### src/inc/asmu_map.vh
`ifndef ASMU_MAP_VH
`define ASMU_MAP_VH
// register addresses
`define ASMU_ADDR_STATUS 8'h02
`define ASMU_ADDR_MASK 8'h16
`define ASMU_ADDR_POR 8'h33
// status bit positions
`define ASMU_ST_BUSY 7
`define ASMU_ST_LOCAL_HI 6
`define ASMU_ST_REMOTE_HI 4
`define ASMU_ST_REMOTE_LO 3
`define ASMU_ST_DIODE 2
`define ASMU_ST_CRIT 1
`define ASMU_ST_TACH 0
`define ASMU_ST_UNUSED 5
// reset and idle values
`define ASMU_FLAGS_RESET 8'h00
`define ASMU_RDATA_RESET 8'h00
`define ASMU_READ_ZERO 8'h00
`define ASMU_POR_CNT_RESET 16'h0000
`define ASMU_POR_CNT_STEP 16'h0001
// status bits that can latch
`define ASMU_ST_LATCH_MASK 8'h5f
// mask register: writable bits and bits that read as one
`define ASMU_MASK_RW 8'h5b
`define ASMU_MASK_ONES 8'ha4
`define ASMU_MASK_RESET 8'h00
// alarms that may drive the alert pin
`define ASMU_ALERT_SRC 8'h5b
// power-on status bit
`define ASMU_POR_BIT 7
// power-on sequence length in clock cycles
`define ASMU_POR_CYCLES 16'h0010
`endif

### src/design/asmu_alarm_status_mask_unit.v
`timescale 1ns/1ps
`include "asmu_map.vh"

////////////////////////////////////////////////////////////////////////////////
// Summary of operation
// - alarm flags latch until read, clear if gone
// - bit 7 shows busy, never alerts
// - bit 6 local over high setpoint
// - status bit 5 reads zero
// - bit 4 remote above high setpoint
// - bit 3 remote below low setpoint
// - bit 2 diode fault, no alert
// - bit 1 critical, drives alert and critical
// - bit 0 tach count above limit
// - mask bits 7,5,2 read one
// - mask bit 6 blocks local high
// - mask bit 4 blocks remote high
// - mask bit 3 blocks remote low
// - mask bit 1 blocks critical alarm from alert only
// - mask bit 0 blocks tach alarm
// - power-on bit 7 set until ready
// - power-on bits 6:0 read zero
// - comparator mode alert follows live condition
// - critical output holds until below hysteresis
module asmu_alarm_status_mask_unit #(
	parameter TW = 8,
	parameter CW = 16,
	parameter POR_CYCLES = `ASMU_POR_CYCLES
)(
	input wire clk_sys_in,
	input wire nrst_in,
	input wire busy_in,
	input wire [TW-1:0] local_temp_in,
	input wire [TW-1:0] local_high_in,
	input wire [TW-1:0] remote_temp_in,
	input wire [TW-1:0] remote_high_in,
	input wire [TW-1:0] remote_low_in,
	input wire [TW-1:0] critical_limit_in,
	input wire [TW-1:0] critical_hyst_in,
	input wire diode_fault_in,
	input wire [CW-1:0] tach_count_in,
	input wire [CW-1:0] tach_limit_in,
	input wire alert_comparator_select_in,
	input wire [7:0] reg_addr_in,
	input wire reg_wr_in,
	input wire reg_rd_in,
	input wire [7:0] reg_wdata_in,
	output reg [7:0] reg_rdata_out,
	output wire alert_n_out,
	output wire critical_temp_n_out
);

	// latched alarm flags and their next value
	reg [7:0] flags_r;
	reg [7:0] flags_nxt;
	// stored mask bits; unused positions are never stored
	reg [7:0] mask_r;
	reg [7:0] mask_nxt;
	// critical pin state and its next value
	reg crit_r;
	reg crit_nxt;
	// alert pin state and its next value
	reg alert_r;
	reg alert_nxt;
	// power-on sequence counter and pending flag
	reg [15:0] por_cnt_r;
	reg power_on_pending_r;
	// combinational alarm conditions
	reg [7:0] live;
	// register views as the host sees them
	reg [7:0] status_view;
	reg [7:0] mask_view;
	reg [7:0] por_view;
	reg [7:0] rdata_nxt;
	// critical release point, one bit wider than the temperature
	reg [TW:0] crit_release;
	reg crit_hold;
	// per-alarm gates: high where the alarm may reach the alert pin
	wire [7:0] open_src;
	// decoded register strobes
	wire status_read;
	wire mask_write;
	// alert candidates for the two pin modes
	wire alert_normal;
	wire alert_live;

	////////////////////////////////////////////////////////////////////////////
	// strict unsigned compare shared by every temperature alarm
	function over;
		input [TW-1:0] value;
		input [TW-1:0] limit;
		begin
			over = value > limit;
		end
	endfunction

	// address decode shared by the clear strobe and the mask write; the read mux uses its own case
	function hit;
		input [7:0] addr;
		input [7:0] target;
		begin
			hit = addr == target;
		end
	endfunction

	// any alarm that is both present and let through by its gate
	function any_open;
		input [7:0] src;
		input [7:0] gate;
		begin
			any_open = |(src & gate & `ASMU_ALERT_SRC);
		end
	endfunction

	////////////////////////////////////////////////////////////////////////////
	// live alarm conditions from the comparison sources
	always @*
	begin
		live = `ASMU_FLAGS_RESET;
		live[`ASMU_ST_LOCAL_HI] = over(local_temp_in, local_high_in);
		live[`ASMU_ST_REMOTE_HI] = over(remote_temp_in, remote_high_in);
		// below the low setpoint is the same strict compare, operands swapped
		live[`ASMU_ST_REMOTE_LO] = over(remote_low_in, remote_temp_in);
		live[`ASMU_ST_DIODE] = diode_fault_in;
		live[`ASMU_ST_CRIT] = over(remote_temp_in, critical_limit_in);
		// tach count is wider than a temperature, so it keeps its own compare
		live[`ASMU_ST_TACH] = tach_count_in > tach_limit_in;
	end

	// status as the host sees it: busy live, bit 5 zero
	always @*
	begin
		status_view = flags_r & `ASMU_ST_LATCH_MASK;
		status_view[`ASMU_ST_UNUSED] = 1'b0;
		status_view[`ASMU_ST_BUSY] = busy_in;
	end

	// mask as the host sees it: unused bits always one
	always @*
	begin
		mask_view = mask_r | `ASMU_MASK_ONES;
	end

	// power-on status: only the top bit carries information
	always @*
	begin
		por_view = `ASMU_READ_ZERO;
		por_view[`ASMU_POR_BIT] = power_on_pending_r;
	end

	// decoded strobes; a write to status is ignored, it is read-only
	assign status_read = reg_rd_in && hit(reg_addr_in, `ASMU_ADDR_STATUS);
	assign mask_write = reg_wr_in && hit(reg_addr_in, `ASMU_ADDR_MASK);

	////////////////////////////////////////////////////////////////////////////
	// sticky flags: a read drops only what has gone away; a new event wins
	always @*
	begin
		if (status_read)
			flags_nxt = live & `ASMU_ST_LATCH_MASK;
		else
			flags_nxt = (flags_r | live) & `ASMU_ST_LATCH_MASK;
	end

	// flag register
	always @(posedge clk_sys_in or negedge nrst_in)
	begin
		if (!nrst_in)
			flags_r <= `ASMU_FLAGS_RESET;
		else
			flags_r <= flags_nxt;
	end

	////////////////////////////////////////////////////////////////////////////
	// mask write: only the documented mask bits are stored
	always @*
	begin
		mask_nxt = mask_r;
		if (mask_write)
			mask_nxt = reg_wdata_in & `ASMU_MASK_RW;
	end

	// mask register
	always @(posedge clk_sys_in or negedge nrst_in)
	begin
		if (!nrst_in)
			mask_r <= `ASMU_MASK_RESET;
		else
			mask_r <= mask_nxt;
	end

	// one gate per alarm so each mask bit can be traced on its own
	assign open_src[`ASMU_ST_BUSY] = 1'b0;
	assign open_src[`ASMU_ST_LOCAL_HI] = ~mask_r[`ASMU_ST_LOCAL_HI];
	assign open_src[`ASMU_ST_UNUSED] = 1'b0;
	assign open_src[`ASMU_ST_REMOTE_HI] = ~mask_r[`ASMU_ST_REMOTE_HI];
	assign open_src[`ASMU_ST_REMOTE_LO] = ~mask_r[`ASMU_ST_REMOTE_LO];
	assign open_src[`ASMU_ST_DIODE] = 1'b0;
	assign open_src[`ASMU_ST_CRIT] = ~mask_r[`ASMU_ST_CRIT];
	assign open_src[`ASMU_ST_TACH] = ~mask_r[`ASMU_ST_TACH];

	////////////////////////////////////////////////////////////////////////////
	// critical release point; extra bit flags a hysteresis above the limit
	always @*
	begin
		crit_release = {1'b0, critical_limit_in} - {1'b0, critical_hyst_in};
		// a wrapped release point can never be reached, so the pin holds
		crit_hold = crit_release[TW] || ({1'b0, remote_temp_in} >= crit_release);
	end

	// critical output with hysteresis
	always @*
	begin
		crit_nxt = crit_r;
		if (live[`ASMU_ST_CRIT])
			crit_nxt = 1'b1;
		else if (crit_r && crit_hold)
			crit_nxt = 1'b1;
		else
			crit_nxt = 1'b0;
	end

	// critical register; the diode fault never reaches it
	always @(posedge clk_sys_in or negedge nrst_in)
	begin
		if (!nrst_in)
			crit_r <= 1'b0;
		else
			crit_r <= crit_nxt;
	end

	////////////////////////////////////////////////////////////////////////////
	// alert candidates: latched flags and the live conditions
	assign alert_normal = any_open(flags_nxt, open_src);
	assign alert_live = any_open(live, open_src);

	// mode select; comparator mode lets the pin drop without a status read
	always @*
	begin
		if (alert_comparator_select_in)
			alert_nxt = alert_live;
		else
			alert_nxt = alert_normal;
	end

	// alert register
	always @(posedge clk_sys_in or negedge nrst_in)
	begin
		if (!nrst_in)
			alert_r <= 1'b0;
		else
			alert_r <= alert_nxt;
	end

	////////////////////////////////////////////////////////////////////////////
	// power-on sequence counter; the power-on status bit stays set until it expires
	always @(posedge clk_sys_in or negedge nrst_in)
	begin
		if (!nrst_in)
		begin
			por_cnt_r <= `ASMU_POR_CNT_RESET;
			power_on_pending_r <= 1'b1;
		end
		else if (power_on_pending_r)
		begin
			if (por_cnt_r == POR_CYCLES - 1)
				power_on_pending_r <= 1'b0;
			por_cnt_r <= por_cnt_r + `ASMU_POR_CNT_STEP;
		end
	end

	////////////////////////////////////////////////////////////////////////////
	// read mux; unmapped addresses read zero
	always @*
	begin
		rdata_nxt = reg_rdata_out;
		if (reg_rd_in)
		begin
			case (reg_addr_in)
				`ASMU_ADDR_STATUS: rdata_nxt = status_view;
				`ASMU_ADDR_MASK: rdata_nxt = mask_view;
				`ASMU_ADDR_POR: rdata_nxt = por_view;
				default: rdata_nxt = `ASMU_READ_ZERO;
			endcase
		end
	end

	// registered read data, one cycle after the strobe; holds between reads
	always @(posedge clk_sys_in or negedge nrst_in)
	begin
		if (!nrst_in)
			reg_rdata_out <= `ASMU_RDATA_RESET;
		else
			reg_rdata_out <= rdata_nxt;
	end

	////////////////////////////////////////////////////////////////////////////
	// both pins are active low, as open-drain alarm lines usually are
	assign alert_n_out = ~alert_r;
	assign critical_temp_n_out = ~crit_r;

endmodule // asmu_alarm_status_mask_unit

### config.mk
export PLATFORM = sky130hd
export DESIGN_NAME = asmu_alarm_status_mask_unit
export DESIGN_NICKNAME = d
export VERILOG_FILES = /design/src/design/asmu_alarm_status_mask_unit.v
export VERILOG_INCLUDE_DIRS = /design/src /design/src/inc
export SDC_FILE = /design/constraint.sdc
export NUM_CORES = 1
export LEC_CHECK = 0
export ABC_AREA = 1
export BUFFER_PORTS_ARGS = -buffer_cell sky130_fd_sc_hd__buf_2
export CAP_MARGIN = 20
export CORE_UTILIZATION = 40
export DETAILED_ROUTE_END_ITERATION = 12
export PLACE_DENSITY = 0.78
export SLEW_MARGIN = 5
export SYNTH_ARGS = -nofsm -noshare
export SYNTH_HDL_FRONTEND = slang
export SYNTH_SLANG_ARGS = --single-unit
### constraint.sdc
create_clock -name clk_sys_in -period 1.65 [get_ports clk_sys_in]
set_clock_uncertainty 0.2 [all_clocks]
set_input_delay 0.165 -clock clk_sys_in [delete_from_list [all_inputs] [get_ports clk_sys_in]]
set_output_delay 0.165 -clock clk_sys_in [all_outputs]
set_load 0.02 [all_outputs]
Word-level counts from Yosys, hierarchy flattened
Cells that the tools add are included.
{"block": "op_classes", "n_reduce_logical": 6, "bitwise_logic": 10, "n_eq_ne": 4, "order_cmp": 6, "addsub": 2, "n_mux": 7}
{"op": "> comparator 8 bit", "count": 4}
{"op": "one-hot mux 8 bit (3 select lines)", "count": 1}
{"op": "adder 16 x 1 -> 16 bit (second input constant)", "count": 1}
{"op": "== test 16 x 4 -> 1 bit (second input constant)", "count": 1}
{"op": "> comparator 16 bit", "count": 1}
{"op": "AND 7 bit", "count": 2}
{"op": "OR reduction 5 bit", "count": 2}
{"op": ">= comparator 8 x 9 -> 1 bit", "count": 1}
{"op": "subtractor 8 x 8 -> 9 bit", "count": 1}
{"op": "== test 8 x 2 -> 1 bit (second input constant)", "count": 1}
{"op": "== test 8 x 5 -> 1 bit (second input constant)", "count": 1}
{"op": "== test 8 x 6 -> 1 bit (second input constant)", "count": 1}
{"op": "two-way mux 7 bit", "count": 1}
{"op": "NOT 1 bit", "count": 7}
{"op": "OR 7 bit", "count": 1}
{"op": "two-way mux 1 bit", "count": 5}
{"op": "logical AND 1 bit", "count": 3}
{"op": "logical OR 1 bit", "count": 1}
{"block": "word_totals", "input_bits": 111, "word_cells": 42, "output_inout_bits": 10, "ff_bits": 39}

Longest topological paths before layout
Gate-level depths: netlist of run 1.
{"block": "depth", "ltp_word": 6, "depth_mapped": 15}

Worst setup path after synthesis of run 1
OpenSTA, ideal clock, no wires.
{"block": "synth_timing", "path_type": "in2reg", "from": "input critical_limit_in[0]", "to": "register crit_r", "slack_ns": -0.659, "t_arrival_ns": 1.986, "cell_stages": 12, "n_path_buf": 0, "cell_sequence": "inv_1 > ha_1 > fa_1 > o21ai_0 > xnor2_1 > ha_1 > a21oi_1 > o21ai_0 > o21bai_1 > a21boi_0 > o21ai_0 > nand2_1"}
{"block": "synth_via", "elab_chain_len": 6}
{"item": "start: declaration", "line_no": "asmu_alarm_status_mask_unit.v:38", "text": "input wire [TW-1:0] critical_limit_in,"}
{"item": "subtractor 8 x 8 -> 9 bit", "line_no": "asmu_alarm_status_mask_unit.v:206", "text": "crit_release = {1'b0, critical_limit_in} - {1'b0, critical_hyst_in};"}
{"item": ">= comparator 8 x 9 -> 1 bit", "line_no": "asmu_alarm_status_mask_unit.v:208", "text": "crit_hold = crit_release[TW] || ({1'b0, remote_temp_in} >= crit_release);"}
{"item": "logical OR 1 bit", "line_no": "asmu_alarm_status_mask_unit.v:208"}
{"item": "logical AND 1 bit", "line_no": "asmu_alarm_status_mask_unit.v:217", "text": "else if (crit_r && crit_hold)"}
{"item": "two-way mux 1 bit", "line_no": "asmu_alarm_status_mask_unit.v:217"}
{"item": "two-way mux 1 bit (*)", "line_no": "asmu_alarm_status_mask_unit.v:215", "text": "if (live[`ASMU_ST_CRIT])"}
{"item": "via crit_nxt", "line_no": "asmu_alarm_status_mask_unit.v:61", "text": "reg crit_nxt;"}
{"item": "end signal: assignment", "line_no": "asmu_alarm_status_mask_unit.v:229", "text": "crit_r <= crit_nxt;"}
{"item": "end: declaration", "line_no": "asmu_alarm_status_mask_unit.v:60", "text": "reg crit_r;"}
The timed path passes the listed nets; every way through them passes the cells marked *.
A chain may end at the register's enable or synchronous reset.

Worst setup path in the final report of run 1
{"block": "layout_timing", "from": "input critical_hyst_in[0]", "to": "register crit_r"}
{"block": "layout_via", "elab_chain_len": 6}
{"item": "start: declaration", "line_no": "asmu_alarm_status_mask_unit.v:39", "text": "input wire [TW-1:0] critical_hyst_in,"}
{"item": "subtractor 8 x 8 -> 9 bit (*)", "line_no": "asmu_alarm_status_mask_unit.v:206"}
{"item": ">= comparator 8 x 9 -> 1 bit", "line_no": "asmu_alarm_status_mask_unit.v:208"}
{"item": "logical OR 1 bit (*)", "line_no": "asmu_alarm_status_mask_unit.v:208"}
{"item": "logical AND 1 bit (*)", "line_no": "asmu_alarm_status_mask_unit.v:217"}
{"item": "two-way mux 1 bit (*)", "line_no": "asmu_alarm_status_mask_unit.v:217"}
{"item": "two-way mux 1 bit (*)", "line_no": "asmu_alarm_status_mask_unit.v:215"}
{"item": "via crit_nxt", "line_no": "asmu_alarm_status_mask_unit.v:61"}
Marked as above.

==> results of run 1 <==
-- Yosys cell counts, types with 2 or more instances --
| library cell | number | area share |
|---|---|---|
| nor3_2 | 3 | 0.0084 |
| nor2_1 | 23 | 0.024 |
| mux2_2 | 5 | 0.016 |
| a21o_1 | 5 | 0.010 |
| ha_1 | 65 | 0.23 |
| nand3_2 | 3 | 0.0084 |
| nor3_1 | 7 | 0.0098 |
| nand4_2 | 2 | 0.0070 |
| inv_1 | 97 | 0.10 |
| nand2_1 | 127 | 0.13 |
| o21a_1 | 2 | 0.0042 |
| nand4_1 | 10 | 0.017 |
| a31oi_1 | 2 | 0.0035 |
| nor4_1 | 3 | 0.0052 |
| dfrtp_1 | 37 | 0.26 |
| or2_1 | 2 | 0.0035 |
| nand2_2 | 3 | 0.0052 |
| xor2_1 | 14 | 0.034 |
| inv_2 | 3 | 0.0031 |
| o21ai_0 | 13 | 0.018 |
| a21oi_1 | 24 | 0.033 |
| xnor2_1 | 6 | 0.015 |
| nand3_1 | 11 | 0.015 |
-- worst reg2reg max path: stages, from the launching register on --
cell	delay, ns
dfrtp_1	0.37
ha_2	0.20
inv_2	0.05
nor3_4	0.17
inv_2	0.07
nor4_4	0.26
nand4_1	0.19
xnor2_1	0.16
-- stage by stage --
| stage | hold WS (ns) | utilization |
|---|---|---|
| 5_1_grt | 0.0893 | 0.576 |
| 2_1_floorplan | -0.331 | - |
| 3_3_place_gp | -0.0817 | 0.529 |
| 6_report | 0.0893 | 0.576 |
| 3_5_place_dp | -0.0689 | 0.529 |
| 4_1_cts | 0.0818 | 0.562 |
-- state kept, by name, summed over array words and instances, names as in the netlist --
name	flops
alert_r	1
power_on_pending_r	1
mask_r	5
por_cnt_r	16
reg_rdata_out	8
flags_r	6
crit_r	1
-- worst paths after layout --
path	from	end	slack [ns]	cells past startpoint
setup / recovery	critical_hyst_in[0]	crit_r	-0.51	13
hold / removal	reg_wr_in	mask_r[4]	0.09	3
setup reg to reg	por_cnt_r[0]	por_cnt_r[14]	-0.14	7
hold reg to reg	reg_rdata_out[1]	reg_rdata_out[1]	0.29	2
max in group asynchronous	nrst_in	reg_rdata_out[0]	0.59	3
min in group asynchronous	nrst_in	mask_r[4]	0.14	2
-- logic make-up after synthesis --
logic type	Yosys count	synth area share
and+or+nand+nor	199	0.254
buffers and inverters	101	0.106
adders and majority gates	66	0.232
AOI/OAI and AO/OA	50	0.0777
DFF	38	0.265
xor gates and xnor gates	20	0.0488
muxes	5	0.0157
-- power groups by stage --
stage,clock network [mW],registers [mW],logic (mW)
4_1_cts,0.693,0.953,0.861
3_3_place_gp,0,0.972,0.774
3_5_place_dp,0,0.972,0.819
2_1_floorplan,0,0.970,0.466
6_report,0.684,0.954,0.936
5_1_grt,0.738,0.954,1.05
-- cells in the final DEF (no fill, tap or decap), types with 3 or more instances in the layout --
master         Yosys  layout
ha_4               0       5
nor4_1             3       3
nor2_2             1       4
inv_2              3       8
buf_2              1     115
dlygate4sd3_1      0      10
nand2_1          127     121
nand3_1           11      11
a21oi_2            0       3
nor2_1            23      20
dfrtp_1           37      37
mux2_2             5       5
clkbuf_8           0       6
xor2_1            14      14
inv_1             97      92
ha_1              65      58
o21ai_1            1       5
nor3_1             7       4
nor3_4             1       5
nand4_1           10      10
buf_4              0      39
a21oi_1           24      19
o21ai_0           13       7
xnor2_1            6       6
a21o_1             5       5
nand2_2            3       8
-- repair_timing --
item,4_1_cts,5_1_grt
pin swaps,6,15
endpoints found under the hold margin,44,0
resized for setup,11,31
hold buffers,10,0
endpoints found under the setup margin,9,11
setup buffers,4,2
-- cell type report --
cell class / count / area (sq um)
clock inverters: 2 / 12.5
fillers: 763 / 3690
multi-input cells: 340 / 2470
well taps: 108 / 135
flip-flops and latches: 38 / 952
clock buffers: 6 / 82.6
repair buffers: 167 / 998
inverters: 100 / 375
-- per-layer routing --
layer,global-route usage,share of wire,up-vias
met5,0,0,-
met4,0.0884,0.037,0
met3,0.0368,0.047,40
met2,0.397,0.52,123
met1,0.234,0.40,1687
li1,-,-,1879
==> flow_summary.json, run 1 <==
{
  "cts_max_level": 2,
  "ys.flop_type": "dfrtp_1",
  "routed_wl_um": 9670,
  "gr-usage-all-layers": 0.212,
  "finalSetupViolations": 6,
  "avgSynthCellArea_sq_um": 7.49,
  "drt-wirelength-per-cell_um": 12.7,
  "yosys_warnings": 0,
  "final_layout_size_suffix_gt1_frac": 0.340,
  "diodes": 0,
  "hold_path_class": "in -> reg",
  "max_clock_freq_mhz": 462,
  "crit_family": "adder cells",
  "fin_area_sq_mm": 0.00503,
  "initial_core_util": 0.412,
  "cp-start-kind": "primary input",
  "cp.arrival_ns": 2.15,
  "syn_inst": 479,
  "insertion_delay_ns": 0.30,
  "pwr-share-seq": 0.371,
  "p_sw_mw": 0.840,
  "fin_cells": 761,
  "criticalPathCategory": "in -> reg",
  "cts-buffers-inserted": 5,
  "cp_max_fo": 3,
  "antenna_found_initial": 0,
  "fin_crit_ns": 2.16,
  "nNetsFinal": 829,
  "grt_max_degree": 19,
  "cp_num_buf_inv": 1,
  "dp_cells": 738,
  "gp_congestion": 0.873,
  "core_sq_mm": 0.00872,
  "drv_slew": 0,
  "violations": "setup timing",
  "rsz0062_at_grt": "yes",
  "status": "complete, but fails checks",
  "p_per_area_mw_per_mm2": 512,
  "grt_pass1_vias": 3973,
  "io_buffers": 117,
  "syn_area_sq_mm": 0.00359,
  "required_ns": 1.64,
  "ys_types": 35,
  "die_area_sq_mm": 0.00936,
  "max_slew.worst_pin.slew_ns": 0.463,
  "antenna_left": 0,
  "crit_slowest_cell": "fa_2",
  "p_sw_frac": 0.327,
  "synth-edff-count": 0,
  "crit_path_max_incr_delay_ns": 0.39,
  "endpoint_kind": "flop",
  "die_w_um": 96.7,
  "dr.pass1.iters": 4,
  "crit_chain": "buf_2 -> ha_4 -> fa_2 -> nor3_4 -> nor3b_4 -> xor2_1 -> ha_1 -> nand2_2 -> nor2_1 -> a31oi_1 -> o21ai_1 -> o21ai_1 -> nand2_1",
  "grt_pass1_wl_um": 16700,
  "async_flop_share": 1.00,
  "cts_root_buffer": "clkbuf_8",
  "vdd_drop_max_mv": 0.335,
  "synth_seq_area_share": 0.265,
  "dp_hpwl_um": 7790,
  "placement.setup.worst_slack_ns": -0.900,
  "die_y_um": 96.7,
  "clockBufferDepth": 2,
  "cts.sinks": 38,
  "synth_nets": 656,
  "cp_common_cell": "o21ai_1",
  "clkPwrFrac": 0.266,
  "p_int_mw": 1.73,
  "rows": 34,
  "relSlewSlack": 0.687,
  "drc_errors": 0,
  "hold_viol_final": 0,
  "leakagePower_nw": 3.03,
  "drtIter0Drc": 122,
  "grt_overflow": 0,
  "tns_ns": -0.978,
  "place_area_sq_mm": 0.00461,
  "power_mw": 2.57,
  "via_count": 3729,
  "pin_count": 121,
  "cap_violations": 0,
  "fin_ws_ns": -0.513,
  "ys_ff_latch": 38,
  "cts_tree": "done",
  "vias_per_cell": 4.90,
  "p_comb_frac": 0.364,
  "period_share": 1.31,
  "area_growth_syn_to_layout_pct": 40.0,
  "cts.clk_slew.worst_paths_ns": 0.08
}
Note: power is estimated with default switching activity, not from simulation.
==> run 2, diff against run 1 <==
--- a/config.mk
+++ b/config.mk
@@ -9,9 +9,11 @@
 export ABC_AREA = 1
 export BUFFER_PORTS_ARGS = -buffer_cell sky130_fd_sc_hd__buf_2
 export CAP_MARGIN = 20
-export CORE_UTILIZATION = 40
+export CELL_PAD_IN_SITES_DETAIL_PLACEMENT = 2
+export CELL_PAD_IN_SITES_GLOBAL_PLACEMENT = 2
+export CORE_UTILIZATION = 25
 export DETAILED_ROUTE_END_ITERATION = 12
-export PLACE_DENSITY = 0.78
+export PLACE_DENSITY = 0.87
 export SLEW_MARGIN = 5
 export SYNTH_ARGS = -nofsm -noshare
 export SYNTH_HDL_FRONTEND = slang
==> run 2 against run 1 <==
Net effect: the run still ends with setup timing left; sequential share of layout area decreased by 2.0 points; core utilization down 17 points; non-clock buffer count increased by 17; setup slack got worse by 0.014 ns; first-iteration DRC count fell by 33%; power up 17%; register-to-register slack got worse by 0.15 ns; maximum frequency fell by 0.65%; hold slack worse by 0.077 ns; combinational power increased by 13%; critical path type unchanged; highest routed layer unchanged.
==> flow_summary.json, run 2 (synthesis gave the netlist of run 1 again) <==
{
  "die_w_um": 122,
  "required_ns": 1.63,
  "grt.met1_usage": 0.197,
  "leakagePower_nw": 3.18,
  "antenna_found_initial": 0,
  "grt_use_met2": 0.407,
  "r2r_cells": 8,
  "drc_errors": 0,
  "place_area_sq_mm": 0.00479,
  "cts.clk_slew.worst_paths_ns": 0.06,
  "reg2reg_to": "por_cnt_r[14]",
  "grt_max_degree": 39,
  "cts-buffers-inserted": 5,
  "largest_reg_flops": 16,
  "cp_max_fo": 3,
  "grt_pass1_vias": 4767,
  "reg2reg_from": "por_cnt_r[0]",
  "cts_root_buffer": "clkbuf_16",
  "drtIter0Drc": 82,
  "hold_viol_final": 0,
  "gr-usage-all-layers": 0.198,
  "mostFrequentLayoutCells": "nand2_1, buf_2, inv_1",
  "finalSetupViolations": 10,
  "initial_core_util": 0.258,
  "cap_violations": 0,
  "cp-start-kind": "primary input",
  "ff2ff_setup_slack_ns": -0.29,
  "hold_path_class": "in -> reg",
  "period_share": 1.32,
  "fin_area_sq_mm": 0.00561,
  "rsz0062_at_grt": "yes",
  "die_y_um": 122,
  "final_layout_size_suffix_gt1_frac": 0.410,
  "die_area_sq_mm": 0.0148,
  "regArea_sq_um": 952,
  "routed_wl_um": 14900,
  "grt_overflow": 0,
  "violations": "setup timing",
  "max_slew.worst_pin.slew_ns": 0.519,
  "fin_cells": 850,
  "insertion_delay_ns": 0.29,
  "hold_path_end": "alert_r",
  "fin_crit_ns": 2.18,
  "multiInputGateArea_sq_mm": 0.00270,
  "fin_ws_ns": -0.527,
  "core_sq_mm": 0.0139,
  "cts_tree": "done",
  "cts.sinks": 38,
  "relSlewSlack": 0.654,
  "gp_congestion": 0.825,
  "dp_hpwl_um": 11400,
  "vias_per_cell": 4.70,
  "hold_depth": 4,
  "status": "complete, but fails checks",
  "diodes": 0,
  "drv_slew": 0,
  "cp.arrival_ns": 2.15,
  "endpoint_kind": "flop",
  "p_per_area_mw_per_mm2": 537,
  "area_growth_syn_to_layout_pct": 56.2,
  "min_from": "alert_comparator_select_in",
  "grt.busiest_layer": "met2",
  "dr.pass1.iters": 4,
  "io_buffers": 117,
  "nNetsFinal": 846,
  "via_count": 3992,
  "pin_count": 121,
  "grtUsageMet3": 0.0234,
  "layout_commonest_cell": "nand2_1",
  "max_clock_freq_mhz": 459,
  "top_register": "por_cnt_r",
  "rows": 43,
  "reg.largest.list": "por_cnt_r (16), reg_rdata_out (8), flags_r (6)",
  "post-route-util": 0.402,
  "vdd_drop_max_mv": 0.296,
  "antenna_left": 0,
  "drt-wirelength-per-cell_um": 17.6,
  "criticalPathCategory": "in -> reg",
  "clockBufferDepth": 2,
  "dp_cells": 821,
  "nFillCells": 1561,
  "grt_pass1_wl_um": 22700,
  "cts_max_level": 2
}
[run 2: what timing repair did]
item / CTS / global route
setup buffers: 9 / 10
pin swaps: 32 / 45
hold buffers: 7 / 0
endpoints found under the setup margin: 11 / 12
hold endpoints to repair: 43 / 0
resized for setup: 35 / 67
[run 2: how the worst max path moves through the flow]
stage                              start     end  depth (start not counted)
CTS                 critical_limit_in[0]  crit_r                         14
detailed placement  critical_limit_in[3]  crit_r                         13
global route         critical_hyst_in[3]  crit_r                         15
finish               critical_hyst_in[2]  crit_r                         15
global placement    critical_limit_in[3]  crit_r                         13
floorplan           critical_limit_in[0]  crit_r                         13
[run 2: metal layers]
metal | vias up | wire [um]
met4 | 0 | 460
met5 | - | 0
met3 | 31 | 435
met1 | 1963 | 5420
met2 | 97 | 8610
li1 | 1901 | -
[run 2: layout make-up]
| class | instances | share of cell area |
|---|---|---|
| Tap cell | 180 | 0.0402 |
| Multi-Input combinational cell | 340 | 0.482 |
| Clock buffer | 7 | 0.0254 |
| Clock inverter | 1 | 0.000893 |
| Inverter | 100 | 0.0683 |
| Timing Repair Buffer | 184 | 0.214 |
| Sequential cell | 38 | 0.170 |
[run 2: power by group]
| group | total (mW) | switching [mW] | internal (mW) |
|---|---|---|---|
| clock network | 0.995 | 0.395 | 0.600 |
| logic | 1.06 | 0.557 | 0.502 |
| registers | 0.960 | 0.0126 | 0.947 |
| total | 3.01 | 0.965 | 2.05 |
[run 2: per-stage QoR]
step | hold WS (ns) | power [mW] | worst slack (ns) | TNS (ns)
after global routing | 0.0269 | 3.19 | -0.746 | -2.86
after detailed placement | 0.0631 | 1.87 | -0.924 | -3.08
after global placement | 0.0477 | 1.78 | -0.731 | -1.68
after CTS | 0.0107 | 2.93 | -0.523 | -1.70
after floorplan | -0.331 | 1.44 | -0.521 | -0.601
final | 0.0126 | 3.01 | -0.527 | -1.95
[run 2: worst max-delay path, cell delays in order]
cell     delay [ns]
buf_6          0.10
inv_4          0.05
ha_4           0.21
a21oi_4        0.17
o21ai_1        0.09
nor2_1         0.16
nor2_1         0.07
o21ai_1        0.14
nand2_1        0.11
xnor2_2        0.14
ha_1           0.30
a31oi_1        0.18
o21ai_1        0.10
o21ai_1        0.13
nand2_1        0.06
==> run 3, diff against run 2 <==
--- a/config.mk
+++ b/config.mk
@@ -11,6 +11,7 @@
 export CAP_MARGIN = 20
 export CELL_PAD_IN_SITES_DETAIL_PLACEMENT = 2
 export CELL_PAD_IN_SITES_GLOBAL_PLACEMENT = 2
+export CORE_MARGIN = 2
 export CORE_UTILIZATION = 25
 export DETAILED_ROUTE_END_ITERATION = 12
 export PLACE_DENSITY = 0.87
@@ -18,3 +19,4 @@
 export SYNTH_ARGS = -nofsm -noshare
 export SYNTH_HDL_FRONTEND = slang
 export SYNTH_SLANG_ARGS = --single-unit
+export TNS_END_PERCENT = 5
==> run 3 against run 2 <==
Net effect: the flow still finishes with violations (setup timing); combinational power fell by 6%; via count fell by 2.4%; register-to-register slack improved by 0.04 ns; clock power fell by 0.5%.
==> flow_summary.json, run 3 (synthesis gave the netlist of run 1 again) <==
{
  "via_count": 3896,
  "p_sw_mw": 0.928,
  "core_sq_mm": 0.0139,
  "drt-met1-wl_um": 5290,
  "post-route-util": 0.372,
  "die_y_um": 124,
  "dr_wl_met2_um": 8110,
  "period_share": 1.34,
  "cts.clk_slew.worst_paths_ns": 0.06,
  "finalSetupViolations": 8,
  "cts_root_buffer": "clkbuf_16",
  "mostFrequentLayoutCells": "nand2_1, buf_2, inv_1",
  "largest_reg_flops": 16,
  "die_w_um": 124,
  "drtIter0Drc": 102,
  "crit_start": "critical_limit_in[0]",
  "nNetsFinal": 836,
  "grt_pass1_wl_um": 22200,
  "top_layer": "met4",
  "wl_met3_um": 555,
  "fin_crit_ns": 2.22,
  "reg2reg_from": "power_on_pending_r",
  "grt_overflow": 0,
  "max_clock_freq_mhz": 451,
  "gr-usage-all-layers": 0.188,
  "dr.pass1.iters": 4,
  "p_int_mw": 2.01,
  "min_from": "alert_comparator_select_in",
  "clockBufferDepth": 2,
  "cts_tree": "done",
  "cp_max_fo": 3,
  "leakagePower_nw": 3.06,
  "routed_wl_um": 14200,
  "cp_num_buf_inv": 3,
  "endpoint_kind": "flop",
  "required_ns": 1.62,
  "violations": "setup timing",
  "diodes": 0,
  "initial_core_util": 0.258,
  "rsz0062_at_grt": "yes",
  "cp-start-kind": "primary input",
  "io_buffers": 117,
  "clkPwrFrac": 0.336,
  "p_per_area_mw_per_mm2": 567,
  "cts.sinks": 38,
  "relSlewSlack": 0.668,
  "antenna_left": 0,
  "drt-wirelength-per-cell_um": 17.0,
  "criticalPathCategory": "in -> reg",
  "crit_chain": "buf_8 -> inv_4 -> ha_4 -> fa_2 -> nor3_4 -> nor3b_4 -> xor2_1 -> ha_1 -> buf_4 -> a21oi_2 -> a21boi_1 -> o21ai_1 -> nand2_1",
  "p_comb_frac": 0.338,
  "max_slew.worst_pin.slew_ns": 0.493,
  "p_sw_frac": 0.315,
  "multiInputGateArea_sq_mm": 0.00242,
  "cap_violations": 0,
  "grt_max_degree": 23,
  "grt_pass1_vias": 4584,
  "rows": 43,
  "power_mw": 2.94,
  "crit_slowest_cell": "fa_2",
  "final_layout_size_suffix_gt1_frac": 0.335,
  "cp.arrival_ns": 2.19,
  "pwr-share-seq": 0.325,
  "hold_path_class": "in -> reg",
  "drv_slew": 0,
  "hold_viol_final": 0,
  "dp_hpwl_um": 11400,
  "fin_area_sq_mm": 0.00519,
  "top_register": "por_cnt_r",
  "crit_path_max_incr_delay_ns": 0.43,
  "fin_cells": 840,
  "layout_commonest_cell": "nand2_1",
  "die_area_sq_mm": 0.0153,
  "insertion_delay_ns": 0.28,
  "place_area_sq_mm": 0.00479,
  "pin_count": 121,
  "area_growth_syn_to_layout_pct": 44.5,
  "cts-buffers-inserted": 5,
  "reg.largest.list": "por_cnt_r (16), reg_rdata_out (8), flags_r (6)",
  "nFillCells": 1620,
  "vdd_drop_max_mv": 0.397,
  "drc_errors": 0,
  "regArea_sq_um": 952,
  "antenna_found_initial": 0,
  "placement.setup.worst_slack_ns": -0.922,
  "gp_congestion": 0.842,
  "cts_max_level": 2,
  "status": "complete, but fails checks",
  "crit_family": "adder cells",
  "fin_ws_ns": -0.566,
  "vias_per_cell": 4.64,
  "dp_cells": 820
}
run 3: changes by cell type in the layout (fill, tap and decap cells not counted), moves of 3 or more:
cell,delta
inv_1,+8
nor2_1,+4
buf_2,+6
nand2_1,+15
nand2_2,-14
ha_1,+14
inv_2,-6
buf_6,-15
nor3_2,+3
ha_4,-15
run 3: area by class of cell:
type                            instances  area share
Inverter                              100      0.0729
Timing Repair Buffer                  174       0.205
Clock buffer                            6      0.0268
Tap cell                              180      0.0434
Sequential cell                        38       0.184
Multi-Input combinational cell        340       0.466
Clock inverter                          2     0.00241
run 3: worst paths after layout:
path,endpoint,slack [ns],cells past startpoint
max in group asynchronous,power_on_pending_r,0.52,3
min in group asynchronous,reg_rdata_out[0],0.16,2
hold / removal,alert_r,0.05,4
hold reg to reg,reg_rdata_out[1],0.29,2
setup reg to reg,por_cnt_r[12],-0.25,7
setup / recovery,crit_r,-0.57,13
run 3: worst reg2reg max path, cell delays in order (launching register included):
cell	delay, ns
dfstp_2	0.58
inv_2	0.07
nor3_4	0.21
inv_2	0.08
nor4_4	0.28
nand4_2	0.15
xor2_1	0.17
inv_1	0.05
run 3: per-stage QoR:
stage	setup TNS [ns]	hold WS, ns
2_1_floorplan	-0.606	-0.331
3_3_place_gp	-1.80	-0.0841
3_5_place_dp	-2.99	-0.0779
4_1_cts	-1.86	0.0456
5_1_grt	-2.63	0.0873
6_report	-1.66	0.0477
run 3: timing repair:
item,4_1_cts,5_1_grt
endpoints found under the setup margin,10,11
pin swaps,14,12
setup buffers,4,1
gates cloned,0,0
hold endpoints to repair,43,0
hold buffers,7,0
gates resized for setup,17,14
run 3: routing by layer:
layer | vias to the layer above | GRT usage
li1 | 1882 | -
met1 | 1896 | 0.190
met2 | 96 | 0.393
met3 | 22 | 0.0288
met4 | 0 | 0.0419
met5 | - | 0
run 3: power by group through the flow:
stage          Sequential [mW]  Combinational, mW  Clock, mW
2_1_floorplan            0.970              0.466          0
3_3_place_gp             0.972              0.816          0
3_5_place_dp             0.974              0.896          0
4_1_cts                  0.957              0.959       1.00
5_1_grt                  0.958               1.13       1.05
6_report                 0.957              0.995      0.990
